$ cat config.mk
export PLATFORM = sky130hd
export DESIGN_NAME = ssw_top
export DESIGN_NICKNAME = d
export VERILOG_FILES = /design/src/include/ssw_pkg.sv /design/src/include/ssw_sync_if.sv /design/src/ssw_sync.sv /design/src/ssw_top.sv
export SDC_FILE = /design/constraint.sdc
export NUM_CORES = 1
export LEC_CHECK = 0
export BUFFER_PORTS_ARGS = -buffer_cell sky130_fd_sc_hd__buf_2
export CELL_PAD_IN_SITES_DETAIL_PLACEMENT = 2
export CELL_PAD_IN_SITES_GLOBAL_PLACEMENT = 2
export CORE_MARGIN = 2
export CORE_UTILIZATION = 40
export DETAILED_ROUTE_END_ITERATION = 10
export GPL_ROUTABILITY_DRIVEN = 0
export GPL_TIMING_DRIVEN = 0
export PLACE_DENSITY = 0.92
export SLEW_MARGIN = 30
export SYNTH_ARGS = -nofsm -noshare
export SYNTH_HDL_FRONTEND = slang
export SYNTH_SLANG_ARGS = --single-unit
$ cat constraint.sdc
create_clock -name MCLK_IN -period 3.86 [get_ports MCLK_IN]
set_clock_uncertainty 0.2 [all_clocks]
set_input_delay 0.579 -clock MCLK_IN [delete_from_list [all_inputs] [get_ports MCLK_IN]]
set_output_delay 0.579 -clock MCLK_IN [all_outputs]
set_load 0.005 [all_outputs]
$ cat src/include/ssw_pkg.sv
// constants for the supply supervisor, watchdog and chip-select gate
// Notes on behaviour
// - supply below reset level holds reset; each assertion lasts at least 200 ms
// - supply dropping below reset level again restarts the timeout from zero
// - active-high reset is always the exact complement of active-low reset
// - kick input stuck longer than 1.6 s asserts reset for 200 ms
// - watchdog clears when reset asserts or on kick edges outside reset
// - watchdog held cleared during reset, counts right after release
// - kick input floating at mid-level disables the watchdog completely
// - warning output goes low when warning comparator trips; processor treats it as NMI
// - RAM rail uses backup cell only when below reset level and backup cell
// - backup mode: warning low, reset asserted both ways, gated chip-select high
// - backup mode ignores kick input and releases it to high impedance
// - normal operation passes every chip-select transition to the gated output
// - reset with no write window open disables path, gated chip-select high
// - reset during active chip-select keeps path open up to 18 us
// - chip-select still active at window end: path off, output high
// - chip-select rising inside window closes path at once, output high
// - disabled path keeps output high even if chip-select falls again
// - path reopens only after reset release with chip-select low
package ssw_pkg;
   localparam longint unsigned CLK_FREQ_HZ     = 200_000_000;
   localparam longint unsigned CYC_PER_US      = CLK_FREQ_HZ / 1_000_000;
   localparam longint unsigned RST_TIMEOUT_MS  = 200;
   localparam longint unsigned WDOG_TIMEOUT_MS = 1600;
   localparam longint unsigned WRITE_WIN_US    = 18;
   localparam longint unsigned RST_TIMEOUT_CYC = RST_TIMEOUT_MS * 1000 * CYC_PER_US;
   localparam longint unsigned WDOG_TIMEOUT_CYC = WDOG_TIMEOUT_MS * 1000 * CYC_PER_US;
   localparam longint unsigned WRITE_WIN_CYC   = WRITE_WIN_US * CYC_PER_US;
   localparam int RST_CNT_W  = 26;
   localparam int WDOG_CNT_W = 29;
   localparam int WIN_CNT_W  = 12;
   // synchroniser lanes
   localparam int SYNC_W       = 6;
   localparam int IDX_BELOW_RST = 0;
   localparam int IDX_BELOW_WRN = 1;
   localparam int IDX_BELOW_BKP = 2;
   localparam int IDX_KICK      = 3;
   localparam int IDX_KICK_MID  = 4;
   localparam int IDX_CS_N      = 5;
   localparam logic [SYNC_W-1:0] SYNC_RST_VAL = 6'h20;
   typedef enum logic [2:0]
   {
      CE_OFF  = 3'b001,
      CE_ON   = 3'b010,
      CE_HOLD = 3'b100
   } ssw_ce_state_e;
endpackage : ssw_pkg

$ cat src/include/ssw_sync_if.sv
// raw and synchronised input lanes shared between top and synchroniser
`timescale 1ns/1ps
`default_nettype none
interface ssw_sync_if;
   import ssw_pkg::*;
   logic [SYNC_W-1:0] raw;
   logic [SYNC_W-1:0] synced;
   modport syncer (input raw, output synced);
   modport user   (output raw, input synced);
endinterface : ssw_sync_if
`default_nettype wire

$ cat src/ssw_sync.sv
// two-flop synchroniser bank for the comparator, kick and chip-select lanes
`timescale 1ns/1ps
`default_nettype none
module ssw_sync
   import ssw_pkg::*;
(
   input  wire logic   clk_in,
   input  wire logic   rst_in,
   ssw_sync_if.syncer  lanes
);
   logic [SYNC_W-1:0] meta_reg;
   logic [SYNC_W-1:0] sync_reg;
   genvar g;
   generate
      for (g = 0; g < SYNC_W; g++)
      begin : g_lane
         // first stage feeds only the second stage
         always_ff @(posedge clk_in)
         begin
            if (rst_in)
            begin
               meta_reg[g] <= SYNC_RST_VAL[g];
               sync_reg[g] <= SYNC_RST_VAL[g];
            end
            else
            begin
               meta_reg[g] <= lanes.raw[g];
               sync_reg[g] <= meta_reg[g];
            end
         end
      end
   endgenerate
   assign lanes.synced = sync_reg;
endmodule : ssw_sync
`default_nettype wire

$ cat src/ssw_top.sv
// supply supervisor: reset timer, watchdog, backup select and chip-select gate
`timescale 1ns/1ps
`default_nettype none
module ssw_top
   import ssw_pkg::*;
#(
   parameter int unsigned RST_CYCLES  = 32'(RST_TIMEOUT_CYC),
   parameter int unsigned WDOG_CYCLES = 32'(WDOG_TIMEOUT_CYC),
   parameter int unsigned WIN_CYCLES  = 32'(WRITE_WIN_CYC)
)
(
   input  wire logic MCLK_IN,
   input  wire logic SYS_RST_IN,
   input  wire logic SUPPLY_BELOW_RESET_IN,
   input  wire logic SUPPLY_BELOW_WARN_IN,
   input  wire logic SUPPLY_BELOW_BACKUP_IN,
   input  wire logic WATCHDOG_KICK_IN,
   input  wire logic WATCHDOG_KICK_MID_IN,
   input  wire logic CHIP_SEL_N_IN,
   output var  logic RESET_N_OUT,
   output var  logic RESET_OUT,
   output var  logic SUPPLY_WARNING_N_OUT,
   output var  logic RAM_FROM_BACKUP_OUT,
   output var  logic WATCHDOG_KICK_HIZ_OUT,
   output var  logic CHIP_SEL_N_OUT
);

   ssw_sync_if lanes ();

   assign lanes.raw[IDX_BELOW_RST] = SUPPLY_BELOW_RESET_IN;
   assign lanes.raw[IDX_BELOW_WRN] = SUPPLY_BELOW_WARN_IN;
   assign lanes.raw[IDX_BELOW_BKP] = SUPPLY_BELOW_BACKUP_IN;
   assign lanes.raw[IDX_KICK]      = WATCHDOG_KICK_IN;
   assign lanes.raw[IDX_KICK_MID]  = WATCHDOG_KICK_MID_IN;
   assign lanes.raw[IDX_CS_N]      = CHIP_SEL_N_IN;

   ssw_sync u_sync
   (
      .clk_in (MCLK_IN),
      .rst_in (SYS_RST_IN),
      .lanes  (lanes)
   );

   logic below_rst;
   logic below_wrn;
   logic below_bkp;
   logic kick;
   logic kick_mid;
   logic cs_n;
   logic backup_mode;

   assign below_rst = lanes.synced[IDX_BELOW_RST];
   assign below_wrn = lanes.synced[IDX_BELOW_WRN];
   assign below_bkp = lanes.synced[IDX_BELOW_BKP];
   assign kick      = lanes.synced[IDX_KICK];
   assign kick_mid  = lanes.synced[IDX_KICK_MID];
   assign cs_n      = lanes.synced[IDX_CS_N];

   // both comparators needed, not just a low supply
   assign backup_mode = below_rst & below_bkp;

   // ---------------- reset timer ----------------
   logic                 rst_reg;
   logic                 rst_next;
   logic [RST_CNT_W-1:0] rst_cnt_reg;
   logic [RST_CNT_W-1:0] rst_cnt_next;
   logic                 wd_fire_reg;

   always_comb
   begin
      rst_next     = rst_reg;
      rst_cnt_next = rst_cnt_reg;
      if (below_rst || wd_fire_reg)
      begin
         // any new cause restarts the full timeout
         rst_next     = 1'b1;
         rst_cnt_next = '0;
      end
      else if (rst_reg)
      begin
         if (rst_cnt_reg == RST_CNT_W'(RST_CYCLES - 1))
         begin
            rst_next     = 1'b0;
            rst_cnt_next = '0;
         end
         else
         begin
            rst_cnt_next = rst_cnt_reg + RST_CNT_W'(1'b1);
         end
      end
   end

   always_ff @(posedge MCLK_IN)
   begin
      if (SYS_RST_IN)
      begin
         rst_reg     <= 1'b1;
         rst_cnt_reg <= '0;
      end
      else
      begin
         rst_reg     <= rst_next;
         rst_cnt_reg <= rst_cnt_next;
      end
   end

   // both pins from one next value so they can never disagree
   always_ff @(posedge MCLK_IN)
   begin
      if (SYS_RST_IN)
      begin
         RESET_N_OUT <= 1'b0;
         RESET_OUT   <= 1'b1;
      end
      else
      begin
         RESET_N_OUT <= ~rst_next;
         RESET_OUT   <= rst_next;
      end
   end

   // ---------------- watchdog ----------------
   logic                  kick_prev_reg;
   logic                  kick_edge;
   logic                  wd_enable;
   logic [WDOG_CNT_W-1:0] wd_cnt_reg;

   assign kick_edge = kick ^ kick_prev_reg;
   // floating kick or backup mode: watchdog does nothing
   assign wd_enable = ~kick_mid & ~backup_mode;

   always_ff @(posedge MCLK_IN)
   begin
      if (SYS_RST_IN)
      begin
         kick_prev_reg <= 1'b0;
      end
      else
      begin
         kick_prev_reg <= kick;
      end
   end

   always_ff @(posedge MCLK_IN)
   begin
      if (SYS_RST_IN)
      begin
         wd_cnt_reg  <= '0;
         wd_fire_reg <= 1'b0;
      end
      else if (rst_reg || !wd_enable)
      begin
         wd_cnt_reg  <= '0;
         wd_fire_reg <= 1'b0;
      end
      else if (kick_edge)
      begin
         wd_cnt_reg  <= '0;
         wd_fire_reg <= 1'b0;
      end
      else if (wd_cnt_reg == WDOG_CNT_W'(WDOG_CYCLES - 1))
      begin
         wd_cnt_reg  <= '0;
         wd_fire_reg <= 1'b1;
      end
      else
      begin
         wd_cnt_reg  <= wd_cnt_reg + WDOG_CNT_W'(1'b1);
         wd_fire_reg <= 1'b0;
      end
   end

   // ---------------- supply status pins ----------------
   always_ff @(posedge MCLK_IN)
   begin
      if (SYS_RST_IN)
      begin
         SUPPLY_WARNING_N_OUT  <= 1'b1;
         RAM_FROM_BACKUP_OUT   <= 1'b0;
         WATCHDOG_KICK_HIZ_OUT <= 1'b0;
      end
      else
      begin
         SUPPLY_WARNING_N_OUT  <= ~(below_wrn | backup_mode);
         RAM_FROM_BACKUP_OUT   <= backup_mode;
         WATCHDOG_KICK_HIZ_OUT <= backup_mode;
      end
   end

   // ---------------- chip-select gate ----------------
   ssw_ce_state_e        ce_state_reg;
   ssw_ce_state_e        ce_state_next;
   logic [WIN_CNT_W-1:0] win_cnt_reg;
   logic                 win_last;

   assign win_last = (win_cnt_reg == WIN_CNT_W'(WIN_CYCLES - 1));

   always_comb
   begin
      ce_state_next = ce_state_reg;
      case (ce_state_reg)
         CE_OFF:
         begin
            if (!rst_reg && !cs_n)
            begin
               ce_state_next = CE_ON;
            end
         end
         CE_ON:
         begin
            if (rst_reg)
            begin
               // a write in flight gets its completion window
               ce_state_next = cs_n ? CE_OFF : CE_HOLD;
            end
         end
         CE_HOLD:
         begin
            if (cs_n || win_last || backup_mode)
            begin
               ce_state_next = CE_OFF;
            end
         end
         default:
         begin
            ce_state_next = CE_OFF;
         end
      endcase
   end

   always_ff @(posedge MCLK_IN)
   begin
      if (SYS_RST_IN)
      begin
         ce_state_reg <= CE_OFF;
      end
      else
      begin
         ce_state_reg <= ce_state_next;
      end
   end

   always_ff @(posedge MCLK_IN)
   begin
      if (SYS_RST_IN || ce_state_reg != CE_HOLD)
      begin
         win_cnt_reg <= '0;
      end
      else if (!win_last)
      begin
         win_cnt_reg <= win_cnt_reg + WIN_CNT_W'(1'b1);
      end
   end

   // output follows the input only while the path is open
   always_ff @(posedge MCLK_IN)
   begin
      if (SYS_RST_IN)
      begin
         CHIP_SEL_N_OUT <= 1'b1;
      end
      else if (backup_mode)
      begin
         CHIP_SEL_N_OUT <= 1'b1;
      end
      else if (ce_state_next == CE_OFF)
      begin
         CHIP_SEL_N_OUT <= 1'b1;
      end
      else
      begin
         CHIP_SEL_N_OUT <= cs_n;
      end
   end
endmodule : ssw_top
`default_nettype wire

======== Word level (Yosys, flattened, before mapping) ========
Index checks and enable logic that the tools add are counted.
operators by class
  $add $sub $neg .......................... 3
  eq/ne operators ......................... 8
  muxes and demuxes ....................... 10
  bitwise logic cells ..................... 8
  reductions and logical operators ........ 13
operator list
  cell                                            count
  adder 29 x 1 -> 29 bit (second input constant)  1
  == test 29 bit (second input constant)          1
  adder 26 x 1 -> 26 bit (second input constant)  1
  == test 26 bit (second input constant)          1
  2-to-1 mux 26 bit                               1
  adder 12 x 1 -> 12 bit (second input constant)  1
  == test 12 bit (second input constant)          1
  2-to-1 mux 3 bit                                4
  one-hot mux 3 bit (3 select lines)              1
  == test 3 x 1 -> 1 bit (second input constant)  2
  OR reduction 3 bit                              2
  logical OR 1 bit                                5
  2-to-1 mux 1 bit                                4
  inverter 1 bit                                  4
  OR reduction 4 bit                              1
  == test 3 x 2 -> 1 bit (second input constant)  1
  == test 3 bit (second input constant)           1
  zero test 1 bit                                 3
  inequality test 3 bit (second input constant)   1
  bitwise AND 1 bit                               2
  OR reduction 2 bit                              1
  logical AND 1 bit                               1
  bitwise OR 1 bit                                1
  XOR 1 bit                                       1
word-level totals
  bits in registers ....................... 89
  bits of input ports ..................... 8
  output and inout bits ................... 6
  logic and storage cells ................. 65

======== Depth between registers and ports, before layout ========
Gate-level depths: netlist (run 1).
  depth after elaboration ................. 7
  mapped depth ............................ 7
  mapped depth without buffers ............ 5

======== Modules after synthesis ========
Synthesis (run 1) repeated with hierarchy kept, for this count alone.
second synthesis, totals
  cell total of the unflattened synthesis .. 422
  area, all modules ....................... 3801.1 µm²
by module, submodules not included
  module    instances  cells each  area each (µm²)  sequential area each (µm²)
  ssw_top   1          397         3474.6           1541.5
  ssw_sync  1          25          326.6            240.2

======== Worst setup path before layout (run 1) ========
No wires, ideal clock.
  path kind ............................... register to register
  start point ............................. reg wd_cnt_reg[0]
  end point ............................... reg wd_cnt_reg[26]
  setup time .............................. 0.080 ns
  data arrival time ....................... 1.985 ns
  data required time ...................... 3.580 ns
  slack ................................... 1.595 ns
  stages on the path, launching flop included .. 8
  buffers on the path ..................... 2
  period minus slack after synthesis ...... 2.265 ns
  cell sequence ........................... dfxtp_1 -> ha_1 -> clkbuf_1 -> nand4_1 -> or4_1 -> clkbuf_1 -> or4_1 -> a211oi_2
between the ends
  word-level cells in the longest chain between the ends .. 2
  elaborated cells between the ends (all ways) .. 3
  classes of those cells .................. add/sub: 1; eq/ne: 1; reduce/logical: 1
ends and longest elaborated chain
  element                                                                         RTL line        source
  start: declaration                                                              ssw_top.sv:126  logic [WDOG_CNT_W-1:0] wd_cnt_reg;
  start signal: assignment                                                        ssw_top.sv:168  wd_cnt_reg <= wd_cnt_reg + WDOG_CNT_W'(1'b1);
  parallel branches: the longest is 2 deep, another holds adder 29 x 1 -> 29 bit  --
Several ways; the timed one is not identified.
A chain may end at the register's enable or synchronous reset.

======== Worst setup path after layout (run 1) ========
Same ends and word-level chain as after synthesis.

==> out/metrics.yaml, run 1 <==
run_status:
  status: "finished clean"
timing:
  period_share_pct: 70.25
  hold_viol_final: 0
  rsz0062_at_grt: "false"
  fin_setup_tns_ns: 0
  finalSetupViolations: 0
  worst_pin_slew_ns: 0.7029
  fmax_mhz: 368.8
  maxSlewHeadroom_pct: 52.88
  layout_min_cycle_time_ns: 2.712
  slew_violations: 0
pwr:
  total_power_w: 0.001647
  swShare_pct: 22.67
  clockPowerShare_pct: 41.5
  p_leak_nw: 1.324
  p_int_w: 0.001274
  power_density_mw_per_mm2: 369.3
  p_switching_w: 0.0003734
  ir_drop_uv: 313.9
  power_frac_comb_pct: 1.9
  power_frac_seq_pct: 56.7
clock_tree:
  clk_pin_slew_ns: 0.09
  clock_latency_ns: 0.38
  ctsResizeCount: 0
  htree_levels: 3
  cts_made_buffers: 9
  cts_sinks: 89
  post_cts_buffers: 0
  clk_path_buf_depth: 2
  cts_tree: "built"
  clockRootBuffer: "clkbuf_8"
  ctsHoldBuffers: 0
synth:
  syn_avg_cell_area_um2: 8.999
  synthDistinctLibCells: 51
  synth_edf_count: 0
  ys.flop_type: "dfxtp_1"
  ys_seq_area_share_pct: 44.29
  synth_area_leader_cell: "dfxtp_1"
  syn-cell-area_mm2: 0.004023
  synthCells: 447
  yosysWarnings: 0
  syn-num-nets: 458
  synth_area_leaders: "dfxtp_1 44%, a211oi_1 4.3%, nor3_1 4.2%"
  synth_seq_cells: 89
  synth_top_area_share_pct: 44.29
  async_reset_ff_share_pct: 0
setup_path:
  slowest_delay_ns: 0.45
  rr_worst_depth: 7
  r2r-end: "wd_cnt_reg[26]"
  cp-endpoint: "wd_cnt_reg[26]"
  rrSetupSlack_ns: 1.15
  worst-endpoint-arrival_ns: 2.81
  cp_max_fo: 10
  crit_required_ns: 3.96
  crit_path_start: "wd_cnt_reg[0]"
  slowest_stage: "or4_1"
  setup.worst_path.class: "reg2reg"
  worst_setup_path_end_kind: "register"
  crit_chain: "ha_1, clkbuf_1, nand4_1, or4_1, clkbuf_1, or4_1, a211oi_2"
  cp-start-kind: "register"
  r2r-start: "wd_cnt_reg[0]"
cells_and_area:
  layoutNonFillerInstCount: 609
  nFillCells: 1088
  final_common_cell: "dfxtp_1"
  largest_reg_flops: 29
  layout_common_cells: "89 x dfxtp_1, 34 x nor3_1, 27 x nand2_1"
  n_antenna_cell: 0
  fin_area_mm2: 0.004461
  syn_to_final_growth_pct: 10.89
  seqCellArea_mm2: 0.001782
  layout-drive-gt1-share_pct: 11.55
  nNetsFinal: 482
  multi_input_area_mm2: 0.002090
detailed_routing:
  vias: 3583
  drt_iter0_markers: 103
  wirelength_um: 12100
  final_antenna_net_count: 0
  vias_per_cell: 5.883
  first_pass_iters: 4
  wl_per_cell_um: 19.86
  drc_errors: 0
placement:
  dp_hpwl_um: 8458
  dpl.cell_count: 593
  place_area_mm2: 0.004254
  port_buffers: 13
global_route:
  grt-busiest-layer: "met2"
  grt_pass1_wl_um: 20630
  antenna_found_initial: 0
  grt_usage_pct: 23.52
  gr-total-overflow: 0
  grt_max_degree: 15
  use_met3_pct: 6.015
  grt_util_met1_pct: 26.59
  grt_use_met2_pct: 43.51
  grt_pass1_vias: 4000
job:
  cap_violations: 0
floorplanning:
  dieHeight_um: 104.3
  rows: 36
  pin_count: 14
  start_util_pct: 41.15
  die_x_um: 104.3
  core_mm2: 0.009774
  die_area_mm2: 0.01087
hold_path:
  holdCritPathClass: "in2reg"
  min_from: "CHIP_SEL_N_IN"
-- cells in the mapped netlist, types with 4 or more instances --
| master | n |
|---|---|
| xnor2_1 | 19 |
| or3_1 | 16 |
| nor4_1 | 8 |
| a211oi_1 | 23 |
| inv_1 | 11 |
| xor2_1 | 14 |
| and3_1 | 6 |
| nand2_1 | 27 |
| dfxtp_1 | 89 |
| nor2b_1 | 13 |
| clkbuf_1 | 15 |
| o31ai_1 | 13 |
| or2_2 | 6 |
| nand3_1 | 19 |
| and4_1 | 4 |
| or4_1 | 14 |
| nand4_1 | 20 |
| a21oi_1 | 8 |
| o21ai_0 | 15 |
| nor2_1 | 25 |
| nor3_1 | 34 |
| buf_2 | 4 |
-- metrics by stage --
step	hold WS [ns]	setup slack (ns)	utilization (%)
after global placement	0.1966	1.254	43.52
after floorplan	0.1895	1.595	-
after global routing	0.1779	0.9716	45.63
final	0.1962	1.148	45.63
after CTS	0.1904	1.138	45.63
after detailed placement	0.2368	1.179	43.52
-- worst min path at each step --
stage                                         to  slack, ns  cells after the start
after global routing          u_sync.meta_reg[5]       0.18                      2
after floorplan           u_sync.lanes.synced[5]       0.19                      1
after CTS                     u_sync.meta_reg[5]       0.19                      2
final                         u_sync.meta_reg[5]       0.20                      2
after detailed placement  u_sync.lanes.synced[5]       0.24                      1
after global placement    u_sync.lanes.synced[5]       0.20                      1
-- area by class of cell --
class	instances	area share (%)
plain buffers	23	2.468
clock buffers	12	3.478
clock inverters	4	1.150
inverters	11	0.9257
multi-input cells	324	46.84
flip-flops and latches	89	39.94
well taps	133	3.731
repair buffers	13	1.459
-- logic make-up after synthesis --
kind of cell / count (synthesis) / synth area share, %
AND/OR/NAND/NOR: 217 / 31.70
flip-flops: 89 / 44.29
AO/OA/AOI/OAI: 70 / 11.88
buffers and inverters: 34 / 3.763
XOR/XNOR: 33 / 7.185
adder cells (fa/ha/maj): 3 / 0.9332
multiplexers: 1 / 0.2488
-- metal layers --
layer  vias up  wire (µm)  part of all wire (%)
met5         -          0                     0
met4         0        141                   1.2
met3        12        345                   2.9
met2        50       6495                    54
met1      1824       5115                    42
li1       1697          -                     -
-- critical path: cells and delay by family, from the launching register on --
family | cells | cell delay [ns]
buf+inv | 2 | 0.61
fa+ha+maj | 1 | 0.17
flops | 1 | 0.39
simple gates | 3 | 1.06
compound gates | 1 | 0.21
-- power by group through the flow --
stage                     Clock, W  Sequential [W]  Combinational, W
after global routing      0.000741        0.000935         0.0000347
final                     0.000683        0.000933         0.0000309
after global placement           0        0.000953         0.0000275
after floorplan                  0        0.000952         0.0000188
after CTS                 0.000701        0.000933         0.0000316
after detailed placement         0        0.000955         0.0000304
Note: power is estimated with default switching activity, not from simulation.
==> run 2, diff against run 1 <==
- CORE_UTILIZATION: 40 -> 35
- PLACE_DENSITY: 0.92 -> 0.86
- clock period: 3.86 -> 2.3 ns (I/O delays scaled with it)
==> out/metrics.yaml, run 2 (synthesis gave the netlist of run 1 again) <==
setup_path:
  rr_worst_depth: 5  # was 7
  r2r-end: "rst_cnt_reg[21]"  # was wd_cnt_reg[26]
  crit_required_ns: 2.34  # was 3.96 ns
  rrSetupSlack_ns: 0.07  # was 1.15 ns
  path_buf_inv: 1  # was 2
  slowest_delay_ns: 0.59  # was 0.45 ns
  worst_setup_path_end_kind: "register"  # unchanged
  setup.worst_path.class: "reg2reg"  # unchanged
  cp-start-kind: "register"  # unchanged
  crit_chain: "nand4_4, or4_4, buf_6, or3_1, a211oi_2"  # was ha_1, clkbuf_1, nand4_1, or4_1, clkbuf_1, or4_1, a211oi_2
  worst-endpoint-arrival_ns: 2.27  # was 2.81 ns
  slowest_stage: "or4_4"  # was or4_1
  crit_family: "simple AND/OR/NAND/NOR gates"  # unchanged
  cp_max_fo: 10  # unchanged
  r2r-start: "rst_cnt_reg[5]"  # was wd_cnt_reg[0]
clock_tree:
  clock_latency_ns: 0.34  # was 0.38 ns
  clockRootBuffer: "clkbuf_16"  # was clkbuf_8
  cts_made_buffers: 9  # unchanged
  htree_levels: 3  # unchanged
  clk_pin_slew_ns: 0.07  # was 0.09 ns
  cts_sinks: 89  # unchanged
  cts_tree: "built"  # unchanged
  clk_path_buf_depth: 2  # unchanged
cells_and_area:
  syn_to_final_growth_pct: 18.57  # was 10.89%
  largest_reg_flops: 29  # unchanged
  nNetsFinal: 486  # was 482
  fin_util_pct: 42.13  # was 45.63%
  layout_common_cells: "73 x dfxtp_1, 34 x nor3_1, 27 x nand2_1"  # was 89 x dfxtp_1, 34 x nor3_1, 27 x nand2_1
  layout-drive-gt1-share_pct: 19.42  # was 11.55%
  final_common_cell: "dfxtp_1"  # unchanged
  n_antenna_cell: 0  # unchanged
  fin_area_mm2: 0.004770  # was 0.004461 mm²
detailed_routing:
  wirelength_um: 12580  # was 12,100 µm
  first_pass_iters: 4  # unchanged
  drt_iter0_markers: 235  # was 103
  final_antenna_net_count: 0  # unchanged
  wl_per_cell_um: 20.22  # was 19.86 µm
  vias_per_cell: 5.773  # was 5.883
  drc_errors: 0  # unchanged
  vias: 3591  # was 3,583
timing:
  fmax_mhz: 449.1  # was 368.8 MHz
  maxSlewHeadroom_pct: 47.33  # was 52.88%
  finalSetupViolations: 0  # unchanged
  layout_min_cycle_time_ns: 2.227  # was 2.712 ns
  period_share_pct: 96.82  # was 70.25%
  slew_violations: 0  # unchanged
  hold_viol_final: 0  # unchanged
  fin_setup_tns_ns: 0  # unchanged
  fin_hold_ws_ns: 0.03096  # was 0.1962 ns
  worst_pin_slew_ns: 0.7828  # was 0.7029 ns
job:
  cap_violations: 0  # unchanged
hold_path:
  hold_path_end: "u_sync.meta_reg[3]"  # was u_sync.meta_reg[5]
  holdCritPathClass: "in2reg"  # unchanged
  min_from: "WATCHDOG_KICK_IN"  # was CHIP_SEL_N_IN
  worstHoldPathCells: 2  # unchanged
placement:
  port_buffers: 13  # unchanged
  place_area_mm2: 0.004267  # was 0.004254 mm²
  dp_hpwl_um: 7828  # was 8458 µm
global_route:
  grt_max_degree: 15  # unchanged
  antenna_found_initial: 0  # unchanged
  grt-busiest-layer: "met2"  # unchanged
  grt_pass1_vias: 3896  # was 4,000
  grt_pass1_wl_um: 20180  # was 20,630 µm
  gr-total-overflow: 0  # unchanged
  use_met3_pct: 4.155  # was 6.015%
  grt_usage_pct: 20.17  # was 23.52%
  grt_util_met1_pct: 24.00  # was 26.59%
  grt_use_met2_pct: 35.57  # was 43.51%
pwr:
  ir_drop_uv: 453.1  # was 313.9 µV
  total_power_w: 0.003106  # was 0.001647 W
  power_density_mw_per_mm2: 651.3  # was 369.3 mW/mm²
  p_leak_nw: 1.445  # was 1.324 nW
floorplanning:
  dieHeight_um: 111.2  # was 104.3 µm
  pin_count: 14  # unchanged
  die_area_mm2: 0.01237  # was 0.01087 mm²
  start_util_pct: 35.53  # was 41.15%
  rows: 39  # was 36
  die_x_um: 111.2  # was 104.3 µm
  core_mm2: 0.01132  # was 0.009774 mm²
run_status:
  status: "finished clean"  # unchanged
## run 2: routing by layer
metal  up-vias  share of wire [%]
li1       1709                  -
met1      1825                 44
met2        40                 52
met3        17                1.8
met4         0                1.9
met5         -                  0
## run 2: worst max path at each step
stage | depth (start not counted) | end | from | slack, ns
6_report | 5 | rst_cnt_reg[21] | rst_cnt_reg[5] | 0.07
5_1_grt | 5 | wd_cnt_reg[27] | wd_cnt_reg[13] | -0.006
4_1_cts | 5 | rst_cnt_reg[3] | rst_cnt_reg[6] | -0.003
3_5_place_dp | 7 | wd_cnt_reg[26] | wd_cnt_reg[0] | -0.44
3_3_place_gp | 7 | wd_cnt_reg[26] | wd_cnt_reg[0] | -0.29
2_1_floorplan | 7 | wd_cnt_reg[26] | wd_cnt_reg[0] | 0.04
## run 2: timing repair
action | 4_1_cts | 5_1_grt
resized for setup | 27 | 24
setup buffers | 4 | 4
hold buffers | 1 | 0
pin swaps | 6 | 9
hold endpoints to repair | 1 | 0
endpoints found under the setup margin | 47 | 44
cloned | 0 | 0
## run 2: cell type report
type / instances / area (µm²)
buffer: 18 / 120.1
clock buffer: 10 / 239.0
clock inverter: 5 / 56.30
fill: 1225 / 6551
inverter: 11 / 41.29
multi-input combinational: 324 / 2192
sequential: 89 / 1807
tap: 143 / 178.9
timing repair buffer: 22 / 135.1
## run 2: power by group
part	switching, W	internal [W]
sequential	0.0000137	0.00155
clock	0.000618	0.000864
combinational	0.0000330	0.0000234
## run 2: worst reg2reg max path, delay by kind of cell, from the launching register on
kind | cells | cell delay [ns]
and+or+nand+nor | 3 | 1.12
DFF | 1 | 0.41
AOI/OAI and AO/OA | 1 | 0.25
buffers and inverters | 1 | 0.16
## run 2: metrics by stage
step	worst slack, ns	std cells
2_1_floorplan	0.03508	447
3_3_place_gp	-0.2886	603
3_5_place_dp	-0.4396	603
4_1_cts	-0.003482	619
5_1_grt	-0.006180	622
6_report	0.07308	622
